## src/logic/ees_regs.vh

```
`ifndef EES_REGS_VH
`define EES_REGS_VH
// ****************************************
// Register byte offsets
// ****************************************
`define EES_ADDR_CTRL        8'h00
`define EES_ADDR_RES         8'h04
`define EES_ADDR_ZOFF        8'h08
`define EES_ADDR_CLK         8'h0C
`define EES_ADDR_STAT        8'h10
`define EES_ADDR_FBPOS       8'h14
// ****************************************
// Control and clock register field positions
// ****************************************
`define EES_CTRL_MODE_LSB    0
`define EES_CTRL_GEAR_LSB    4
`define EES_CTRL_EMU_GRAY    8
`define EES_CTRL_FB_GRAY     9
`define EES_CTRL_TOUT_SEL    10
`define EES_CTRL_DIR_INV     11
`define EES_CTRL_SAFETY      12
`define EES_CTRL_REVB_LSB    16
`define EES_CTRL_FBT_LSB     24
`define EES_CLK_MATCH_LSB    8
// ****************************************
// Reset values
// ****************************************
`define EES_CTRL_RESET       32'h000C0000
`define EES_RES_RESET        20'h00400
`define EES_ZOFF_RESET       16'h0000
`define EES_CLK_RESET        12'h108
// ****************************************
// Mode codes
// ****************************************
`define EES_MODE_INC         3'h1
`define EES_MODE_SER         3'h2
`define EES_GEAR_SER         3'h5
`define EES_FBT_RESOLVER     6'h00
`define EES_FBT_SER          6'h09
// ****************************************
// Resolution limits and frame widths
// ****************************************
`define EES_RES_RSLV_MIN     20'h00020
`define EES_RES_RSLV_MAX     20'h01000
`define EES_RES_ENC_MIN      20'h00100
`define EES_RES_ENC_MAX      20'h80000
`define EES_RES_SAFE_MAX     20'h01000
`define EES_REVB_MIN         5'h0C
`define EES_REVB_MAX         5'h10
`define EES_TURN_BITS        6'h10
// ****************************************
// Timing
// ****************************************
`define EES_CLK_MHZ          10
`define EES_CLK_HZ           10000000
`define EES_TOUT_SHORT_NS    3000
`define EES_TOUT_LONG_NS     13000
`define EES_EDGE_SPACING_NS  200
`define EES_MAX_RATE_HZ      1500000
// Cycle counts at the 10 MHz clock, sized to the counters that use them
`define EES_TOUT_SHORT_CYC   8'h1E
`define EES_TOUT_LONG_CYC    8'h82
`define EES_EDGE_CYC         4'h2
`define EES_HALF_MIN_CYC     8'h04
`endif

```

## src/logic/ees_top.v

```verilog
// How it works
// - Feedback serial word decoded from Gray or plain binary, per control bit.
// - Master sends serial word in mode 2; slave reads it with gearing mode 5.
// - One registered emulation output may feed up to sixteen slave inputs.
// - Incremental mode gives A and B in quadrature, zero pulse only at A=B=1.
// - Pulses per turn programmable; range depends on resolver or encoder feedback.
// - With safety card fitted only power-of-two resolutions up to 4096 accepted.
// - Zero pulse position shifted within the turn by a stored offset.
// - By default emulated position counts up as shaft position increases.
// - Serial word goes out on the emulation port only in mode 2.
// - A serial frame carries at most 32 data bits.
// - Frame starts with revolution count, 12 to 16 bits, MSB first.
// - Then a fixed 16-bit single-turn position, MSB first.
// - Emulated serial word sent in Gray or plain binary, per control bit.
// - Clock deglitch count matched to the evaluator clock frequency.
// - Clock idle for 3 us or 13 us ends a transfer and returns to idle.
// - Port signal rate never above 1.5 MHz.
//
// The APB interface to the registers and the placing of the registers were chosen for this implementation.
`timescale 1ns/1ps
`include "ees_regs.vh"
module ees_top #(
  parameter RES_W = 20
) (
  input  wire             pclk,
  input  wire             presetn,
  input  wire [7:0]       paddr,
  input  wire             psel,
  input  wire             penable,
  input  wire             pwrite,
  input  wire [31:0]      pwdata,
  output wire [31:0]      prdata,
  output wire             pready,
  output wire             pslverr,
  input  wire [15:0]      shaft_turn,
  input  wire [15:0]      shaft_rev,
  input  wire             emu_clk_pin,
  output wire             emu_data,
  output wire             quad_a,
  output wire             quad_b,
  output wire             zero_pulse,
  output wire             fb_clk,
  input  wire             fb_data_pin
);
  localparam [7:0] TOUT_SHORT = `EES_TOUT_SHORT_CYC;
  localparam [7:0] TOUT_LONG  = `EES_TOUT_LONG_CYC;
  localparam [3:0] EDGE_CYC   = `EES_EDGE_CYC;
  localparam [7:0] HALF_MIN   = `EES_HALF_MIN_CYC;
  localparam [1:0] E_IDLE     = 2'h0;
  localparam [1:0] E_SHIFT    = 2'h1;
  localparam [1:0] E_TAIL     = 2'h2;
  localparam [1:0] R_GAP      = 2'h0;
  localparam [1:0] R_LOW      = 2'h1;
  localparam [1:0] R_HIGH     = 2'h2;

  // ****************************************
  // Helper functions
  // ****************************************
  function [4:0] rev_clamp;
    input [4:0] v;
    begin
      rev_clamp = (v < `EES_REVB_MIN) ? `EES_REVB_MIN : ((v > `EES_REVB_MAX) ? `EES_REVB_MAX : v);
    end
  endfunction

  function [31:0] gray2bin;
    input [31:0] g;
    integer i;
    begin
      gray2bin = g;
      for (i = 30; i >= 0; i = i - 1)
        gray2bin[i] = gray2bin[i+1] ^ g[i];
    end
  endfunction

  function res_ok;
    input [RES_W-1:0] r;
    input [5:0]       fbt;
    input             safe;
    reg               pow2;
    reg               in_range;
    begin
      pow2 = (r != {RES_W{1'b0}}) && ((r & (r - 1'b1)) == {RES_W{1'b0}});
      in_range = (fbt == `EES_FBT_RESOLVER) ? ((r >= `EES_RES_RSLV_MIN) && (r <= `EES_RES_RSLV_MAX)) :
                                              ((r >= `EES_RES_ENC_MIN) && (r <= `EES_RES_ENC_MAX));
      res_ok = in_range && (!safe || (pow2 && r <= `EES_RES_SAFE_MAX));
    end
  endfunction

  // ****************************************
  // Registers and fields
  // ****************************************
  reg  [31:0]      ctrl_reg;
  reg  [RES_W-1:0] res_reg;
  reg  [15:0]      zoff_reg;
  reg  [11:0]      clk_reg;
  reg              rej_reg;
  reg  [31:0]      fbpos_reg;
  reg  [31:0]      prdata_reg;
  reg  [31:0]      rd_next;
  wire [2:0]       emu_mode  = ctrl_reg[`EES_CTRL_MODE_LSB +: 3];
  wire [2:0]       gear_mode = ctrl_reg[`EES_CTRL_GEAR_LSB +: 3];
  wire [4:0]       rev_bits  = rev_clamp(ctrl_reg[`EES_CTRL_REVB_LSB +: 5]);
  wire [5:0]       fb_type   = ctrl_reg[`EES_CTRL_FBT_LSB +: 6];
  wire [7:0]       tout_cyc  = ctrl_reg[`EES_CTRL_TOUT_SEL] ? TOUT_LONG : TOUT_SHORT;
  wire [7:0]       half_cyc  = (clk_reg[7:0] < HALF_MIN) ? HALF_MIN : clk_reg[7:0];
  wire [3:0]       match_cyc = clk_reg[`EES_CLK_MATCH_LSB +: 4];
  wire [5:0]       nbits     = {1'b0, rev_bits} + `EES_TURN_BITS;

  // ****************************************
  // APB slave
  // ****************************************
  wire setup   = psel & ~penable;
  wire access  = psel & penable;
  wire addr_ok = (paddr == `EES_ADDR_CTRL) || (paddr == `EES_ADDR_RES) ||
                 (paddr == `EES_ADDR_ZOFF) || (paddr == `EES_ADDR_CLK) ||
                 (paddr == `EES_ADDR_STAT) || (paddr == `EES_ADDR_FBPOS);
  wire wr      = access & pwrite & addr_ok;
  wire res_bad = wr && (paddr == `EES_ADDR_RES) &&
                 !res_ok(pwdata[RES_W-1:0], fb_type, ctrl_reg[`EES_CTRL_SAFETY]);
  wire emu_busy;
  wire rdr_busy;

  // Zero wait states; unmapped addresses answer with an error
  assign pready  = 1'b1;
  assign pslverr = access & ~addr_ok;
  assign prdata  = prdata_reg;

  // Read mux, sampled during the setup cycle
  always @* begin
    rd_next = 32'h00000000;
    case (paddr)
      `EES_ADDR_CTRL:  rd_next = ctrl_reg;
      `EES_ADDR_RES:   rd_next = {{(32-RES_W){1'b0}}, res_reg};
      `EES_ADDR_ZOFF:  rd_next = {16'h0000, zoff_reg};
      `EES_ADDR_CLK:   rd_next = {20'h00000, clk_reg};
      `EES_ADDR_STAT:  rd_next = {29'h00000000, rdr_busy, rej_reg, emu_busy};
      `EES_ADDR_FBPOS: rd_next = fbpos_reg;
      default:         rd_next = 32'h00000000;
    endcase
  end

  // Register writes; a refused resolution keeps the old value and sets a flag
  always @(posedge pclk or negedge presetn) begin
    if (!presetn) begin
      ctrl_reg   <= `EES_CTRL_RESET;
      res_reg    <= `EES_RES_RESET;
      zoff_reg   <= `EES_ZOFF_RESET;
      clk_reg    <= `EES_CLK_RESET;
      rej_reg    <= 1'b0;
      prdata_reg <= 32'h00000000;
    end else begin
      if (setup && !pwrite)
        prdata_reg <= rd_next;
      if (wr && paddr == `EES_ADDR_CTRL)
        ctrl_reg <= pwdata;
      if (wr && paddr == `EES_ADDR_RES && !res_bad)
        res_reg <= pwdata[RES_W-1:0];
      if (wr && paddr == `EES_ADDR_ZOFF)
        zoff_reg <= pwdata[15:0];
      if (wr && paddr == `EES_ADDR_CLK)
        clk_reg <= pwdata[11:0];
      // Set wins over the write-one clear
      if (res_bad)
        rej_reg <= 1'b1;
      else if (wr && paddr == `EES_ADDR_STAT && pwdata[1])
        rej_reg <= 1'b0;
    end
  end

  // ****************************************
  // Position scaling
  // ****************************************
  wire [31:0]         pos_raw  = {shaft_rev, shaft_turn};
  wire [31:0]         pos_dir  = ctrl_reg[`EES_CTRL_DIR_INV] ? (32'h00000000 - pos_raw) : pos_raw;
  wire [31+RES_W:0]   prod     = pos_dir * res_reg;
  wire [23:0]         target   = prod[37:14];         // Four edges per pulse
  wire [15:0]         turn_rel = pos_dir[15:0] - zoff_reg;
  wire [15+RES_W:0]   zprod    = turn_rel * res_reg;
  wire                z_cell   = (zprod[15+RES_W:16] == {RES_W{1'b0}});

  // ****************************************
  // Incremental emulation
  // ****************************************
  reg  [23:0] inc_cnt_reg;
  reg  [3:0]  gap_reg;
  reg         qa_reg;
  reg         qb_reg;
  reg         zp_reg;
  wire [23:0] diff   = target - inc_cnt_reg;
  wire        inc_on = (emu_mode == `EES_MODE_INC);

  // Step one edge at a time, spaced so the port rate stays in limit
  always @(posedge pclk or negedge presetn) begin
    if (!presetn) begin
      inc_cnt_reg <= 24'h000000;
      gap_reg     <= 4'h0;
      qa_reg      <= 1'b0;
      qb_reg      <= 1'b0;
      zp_reg      <= 1'b0;
    end else begin
      if (!inc_on) begin
        inc_cnt_reg <= target;                        // No burst when the mode turns on
        gap_reg     <= 4'h0;
      end else if (gap_reg < EDGE_CYC - 4'h1) begin
        gap_reg <= gap_reg + 4'h1;
      end else if (diff != 24'h000000) begin
        inc_cnt_reg <= diff[23] ? inc_cnt_reg - 24'h000001 : inc_cnt_reg + 24'h000001;
        gap_reg     <= 4'h0;
      end
      // Outputs registered so one driver feeds many slaves glitch-free
      qa_reg <= inc_on & inc_cnt_reg[1];
      qb_reg <= inc_on & (inc_cnt_reg[1] ^ inc_cnt_reg[0]);
      zp_reg <= inc_on & z_cell & (inc_cnt_reg[1:0] == 2'h2);
    end
  end

  assign quad_a     = qa_reg;
  assign quad_b     = qb_reg;
  assign zero_pulse = zp_reg;

  // ****************************************
  // Pin synchronisers
  // ****************************************
  wire [1:0] pin_s;
  ees_sync #(
    .W (2)
  ) u_sync (
    .clk   (pclk),
    .rst_n (presetn),
    .d     ({fb_data_pin, emu_clk_pin}),
    .q     (pin_s)
  );

  // ****************************************
  // Serial emulation
  // ****************************************
  reg  [1:0]  est_reg;
  reg         flt_reg;
  reg  [3:0]  stab_reg;
  reg  [7:0]  etmo_reg;
  reg  [31:0] sh_reg;
  reg  [5:0]  left_reg;
  reg         ed_reg;
  wire        accept = (pin_s[0] != flt_reg) && (stab_reg >= match_cyc);
  wire        fall   = accept & ~pin_s[0];
  wire        rise   = accept & pin_s[0];
  wire [31:0] word   = pos_dir << (5'h10 - rev_bits);
  wire [31:0] word_g = word ^ (word >> 1);

  assign emu_busy = (est_reg != E_IDLE);

  // Deglitch sized to the evaluator clock, then frame sequencing
  always @(posedge pclk or negedge presetn) begin
    if (!presetn) begin
      est_reg  <= E_IDLE;
      flt_reg  <= 1'b1;
      stab_reg <= 4'h0;
      etmo_reg <= 8'h00;
      sh_reg   <= 32'h00000000;
      left_reg <= 6'h00;
      ed_reg   <= 1'b1;
    end else begin
      if (pin_s[0] == flt_reg)
        stab_reg <= 4'h0;
      else if (accept) begin
        flt_reg  <= pin_s[0];
        stab_reg <= 4'h0;
      end else
        stab_reg <= stab_reg + 4'h1;
      if (accept)
        etmo_reg <= 8'h00;
      else if (etmo_reg != 8'hFF)
        etmo_reg <= etmo_reg + 8'h01;
      case (est_reg)
        E_IDLE: begin
          ed_reg <= 1'b1;
          if (fall && emu_mode == `EES_MODE_SER) begin
            sh_reg   <= ctrl_reg[`EES_CTRL_EMU_GRAY] ? word_g : word;
            left_reg <= nbits;
            est_reg  <= E_SHIFT;
          end
        end
        E_SHIFT: begin
          if (rise && left_reg == 6'h00) begin
            ed_reg  <= 1'b0;
            est_reg <= E_TAIL;
          end else if (rise) begin
            ed_reg   <= sh_reg[31];
            sh_reg   <= {sh_reg[30:0], 1'b0};
            left_reg <= left_reg - 6'h01;
          end else if (etmo_reg >= tout_cyc - 8'h01) begin
            est_reg <= E_IDLE;
          end
        end
        E_TAIL: begin
          // Evaluator must leave the clock idle this long before the next frame
          if (etmo_reg >= tout_cyc - 8'h01) begin
            est_reg <= E_IDLE;
            ed_reg  <= 1'b1;
          end
        end
        default: est_reg <= E_IDLE;
      endcase
    end
  end

  assign emu_data = ed_reg;

  // ****************************************
  // Serial feedback reader
  // ****************************************
  reg  [1:0]  rst_reg;
  reg  [7:0]  rcnt_reg;
  reg  [5:0]  rbits_reg;
  reg  [31:0] acc_reg;
  reg         fbc_reg;
  wire        rdr_en = (gear_mode == `EES_GEAR_SER) || (fb_type == `EES_FBT_SER);
  wire        half_done = (rcnt_reg >= half_cyc - 8'h01);

  assign rdr_busy = (rst_reg != R_GAP);
  assign fb_clk   = fbc_reg;

  // Clock half period never below the port rate limit; sample on falling edges
  always @(posedge pclk or negedge presetn) begin
    if (!presetn) begin
      rst_reg   <= R_GAP;
      rcnt_reg  <= 8'h00;
      rbits_reg <= 6'h00;
      acc_reg   <= 32'h00000000;
      fbc_reg   <= 1'b1;
      fbpos_reg <= 32'h00000000;
    end else begin
      rcnt_reg <= (rcnt_reg == 8'hFF) ? rcnt_reg : rcnt_reg + 8'h01;
      case (rst_reg)
        R_GAP: begin
          fbc_reg <= 1'b1;
          if (rdr_en && rcnt_reg >= tout_cyc) begin
            rst_reg   <= R_LOW;
            rcnt_reg  <= 8'h00;
            rbits_reg <= nbits;
            acc_reg   <= 32'h00000000;
            fbc_reg   <= 1'b0;
          end
        end
        R_LOW: begin
          if (half_done) begin
            rst_reg  <= R_HIGH;
            rcnt_reg <= 8'h00;
            fbc_reg  <= 1'b1;
          end
        end
        R_HIGH: begin
          if (half_done && rbits_reg == 6'h00) begin
            rst_reg   <= R_GAP;
            rcnt_reg  <= 8'h00;
            fbpos_reg <= ctrl_reg[`EES_CTRL_FB_GRAY] ? gray2bin(acc_reg) : acc_reg;
          end else if (half_done) begin
            rst_reg   <= R_LOW;
            rcnt_reg  <= 8'h00;
            fbc_reg   <= 1'b0;
            acc_reg   <= {acc_reg[30:0], pin_s[1]};
            rbits_reg <= rbits_reg - 6'h01;
          end
        end
        default: rst_reg <= R_GAP;
      endcase
    end
  end
endmodule

```

## src/logic/ees_sync.v

```verilog
`timescale 1ns/1ps
// ****************************************
// Two-flop synchroniser
// ****************************************
module ees_sync #(
  parameter W = 1
) (
  input  wire         clk,
  input  wire         rst_n,
  input  wire [W-1:0] d,
  output wire [W-1:0] q
);
  reg [W-1:0] meta_reg;
  reg [W-1:0] sync_reg;

  // First stage feeds only the second stage
  always @(posedge clk or negedge rst_n) begin
    if (!rst_n) begin
      meta_reg <= {W{1'b1}};
      sync_reg <= {W{1'b1}};
    end else begin
      meta_reg <= d;
      sync_reg <= meta_reg;
    end
  end

  assign q = sync_reg;
endmodule

```

## config.mk

```make
export PLATFORM = sky130hd
export DESIGN_NAME = ees_top
export DESIGN_NICKNAME = d
export VERILOG_FILES = /design/src/logic/ees_top.v /design/src/logic/ees_sync.v
export VERILOG_INCLUDE_DIRS = /design/src /design/src/logic
export SDC_FILE = /design/constraint.sdc
export NUM_CORES = 2
export LEC_CHECK = 0
export BUFFER_PORTS_ARGS = -buffer_cell sky130_fd_sc_hd__buf_2
export CAP_MARGIN = 20
export CORE_MARGIN = 3
export CORE_UTILIZATION = 61
export CTS_BUF_LIST = sky130_fd_sc_hd__clkbuf_16
export DETAILED_ROUTE_END_ITERATION = 8
export PLACE_DENSITY = 0.87
export SETUP_SLACK_MARGIN = 0.3
export SLEW_MARGIN = 15
export SYNTH_ARGS = -nofsm -noshare
export SYNTH_HDL_FRONTEND = slang
export SYNTH_HIERARCHICAL = 1
export SYNTH_SLANG_ARGS = --single-unit
export TNS_END_PERCENT = 100
```

## constraint.sdc

```tcl
create_clock -name pclk -period 19 [get_ports pclk]
set_input_delay 0.95 -clock pclk [delete_from_list [all_inputs] [get_ports pclk]]
set_output_delay 0.95 -clock pclk [all_outputs]
set_load 0.01 [all_outputs]
```

==> out/results.tsv <==
stage	metric	value	unit
status	outcome	finished clean	
global_routing	global-route wire length before repair	212000	microns
clocking	worst skew pair latency	0.62	ns
clocking	Clk pin slew, worst setup/hold paths	0.06	ns
min_path	Hold Crit Class	reg -> reg	
clocking	clk root buf	clkbuf_16	
route	wire per inst	21.2	microns
setup_path	Critical Path AT	15.44	ns
synth	cell taking the most area after synthesis	fa_1	
route	first drt pass iteration count	9	
synth	Post-synth EDFFs	0	
clocking	clk sinks	283	
route	First DRT Iteration DRCs	4370	
synth	synthesized area per cell	8.59	sq um
timing	pins over their slew limit	0	
job	max cap viols	0	
route	DRC Markers	0	
clocking	CTS Buffer Depth	3	
synth	asr flop ratio synth	100	%
route	Routed Antenna Nets	0	
floorplan	Die Wd	281	microns
clocking	Post-CTS Setup Bufs	0	
timing	headroom to the max-slew limit	19.1	%
timing	Hold Vio Cnt, Final	0	
global_routing	vias in the first global route	39700	
cells_and_area	layout cell share with drive strength beyond 1	8.15	%
synth	Seq cells post-synth	283	
synth	share of the yosys chip area belonging to registers	15.4	%
setup_path	CP Class	in -> reg	
floorplan	Die Y	281	microns
cells_and_area	Area Growth Syn to Fin	5.56	%
global_routing	GR Util met3	9.48	%
cells_and_area	fin nets	6379	
global_routing	met2 usage	54.3	%
setup_path	crit start category	input pin	
setup_path	Critical Path Fanout Max	26	
global_routing	pin count of the biggest net entering global routing	130	
synth	Post-Syn Area	46000	sq um
floorplan	I/O pin cnt	118	
timing	Finish-stage setup viols	0	
place	GP Congestion	0.961	
place	HPWL Detailed	98400	microns
timing	final worst-path cycle share	78.8	%
synth	Cell variety after synth	94	
global_routing	GRT Util Overall	34.2	%
place	Buffers on Ports	116	
timing	Final Skew	0.0418	ns
synth	Post-synth top flop	dfrtp_1	
global_routing	GRT met1 Usage	43.1	%
global_routing	Most Crowded Layer GR	met2	
floorplan	Total Die Area	78700	sq um
floorplan	CORE AREA	74600	sq um
setup_path	Crit path largest cell delay	0.57	ns
synth	Yosys top cell area share	30.4	%
synth	Ys Warns	6	
clocking	TritonCTS clock tree	yes	
global_routing	initial antenna violation count	9	
timing	slew of the pin with the lowest slew margin	1.21	ns
setup_path	slowest CP cell	o41ai_1	
timing	Setup TNS Final	0	ns
floorplan	Starting Density	61.7	%
floorplan	# rows	100	
route	total wire length	134000	microns
route	DR vias/cell	6.16	
setup_path	Worst Setup End Kind	register	
timing	crit path time final	14.97	ns
setup_path	required time at the worst-slack endpoint	19.47	ns
clocking	cts repair resizes	0	
synth	synth cell count leaders	inv_1, fa_1, nand2_1, nor2_1, ha_1	
clocking	# hold bufs at CTS	0	
synth	count leader, synth	inv_1	
timing	RSZ-0062 raised after global routing	false	
timing	fmax	0.0668	GHz
synth	synth top area cells	fa_1, dfrtp_1, ha_1	
clocking	clock buffers created by TritonCTS	29	
global_routing	total grt overflow	0	
synth	Mapped Cells	5352	
route	via count	38800	
setup_path	cell mode on critical path	fa_1	
synth	Syn Nets	6429	
clocking	Max H-tree Level	1	
-- cells in the final DEF, fill, tap and decap left out, types with 32 or more instances in the layout --
cell      count
dfrtp_1     271
nand3_1      62
a21oi_1     159
mux2_2       80
fa_1        699
nor2_1      485
buf_4       107
o211ai_1     34
buf_2       115
inv_1       929
ha_1        298
nor3_1       45
xor2_1       91
xnor2_1     118
nand2_1     645
and2_1      245
nand4_1      54
nand2b_1     32
a31oi_1      52
a21o_1       46
o21ai_0     201
mux2i_1      52
-- path summary, 6_finish.rpt --
kind | to | startpoint | slack (ns) | cells past startpoint
max | inc_cnt_reg[22] | shaft_turn[0] | 4.03 | 54
min | u_sync/q[1] | u_sync/meta_reg[1] | 0.36 | 0
max reg2reg | inc_cnt_reg[22] | ctrl_reg[11] | 4.27 | 55
min reg2reg | u_sync/q[1] | u_sync/meta_reg[1] | 0.36 | 0
max in group asynchronous | acc_reg[3] | presetn | 16.91 | 2
min in group asynchronous | prdata[28] | presetn | 0.47 | 1
-- area by class of cell --
class / count / area [sq um]
antenna: 5 / 12.5
timing repair buffer: 226 / 1460
sequential: 283 / 7100
clock buffer: 29 / 726
clock inverter: 24 / 230
fill: 5661 / 26000
inverter: 934 / 3510
tap: 969 / 1210
multi-input combinational: 3828 / 34300
-- kinds of logic after synthesis --
| logic type | after synthesis | synth area share (%) |
|---|---|---|
| AO/OA/AOI/OAI | 737 | 10.4 |
| XOR/XNOR | 222 | 4.40 |
| adder cells (fa/ha/maj) | 1000 | 38.6 |
| buffers and inverters | 1241 | 10.2 |
| flip-flops | 283 | 15.4 |
| multiplexers | 148 | 3.76 |
| other | 1 | 0.00815 |
| AND/OR/NAND/NOR | 1720 | 17.2 |
-- metal layers --
metal  up-vias  share of wire, %
met4        10               6.6
met5         -             0.055
met2      2423                45
met3       665                13
met1     18900                36
li1      16800                 -
-- through the flow --
| stage | hold slack, ns | instance area (sq um) | cells | worst slack [ns] | util (%) |
|---|---|---|---|---|---|
| after floorplan | 0.345 | 46000 | 5352 | 4.89 | - |
| after global placement | 0.350 | 47500 | 6237 | 4.17 | 63.7 |
| after detailed placement | 0.349 | 47500 | 6237 | 3.72 | 63.7 |
| after CTS | 0.358 | 48500 | 6290 | 4.30 | 65.0 |
| after global routing | 0.361 | 48500 | 6294 | 3.23 | 65.1 |
| final | 0.356 | 48600 | 6298 | 4.03 | 65.1 |
-- worst max-delay path, delay by kind of cell --
| kind | cells | cell delay (ns) |
|---|---|---|
| AO/OA/AOI/OAI | 23 | 6.14 |
| adder cells (fa/ha/maj) | 11 | 4.40 |
| AND/OR/NAND/NOR | 9 | 1.90 |
| buffers and inverters | 6 | 1.21 |
| XOR/XNOR | 4 | 0.69 |
| multiplexers | 1 | 0.10 |
Power is not shown: default switching activity piles up to over one toggle a cycle in this logic, so the estimate is an artifact.
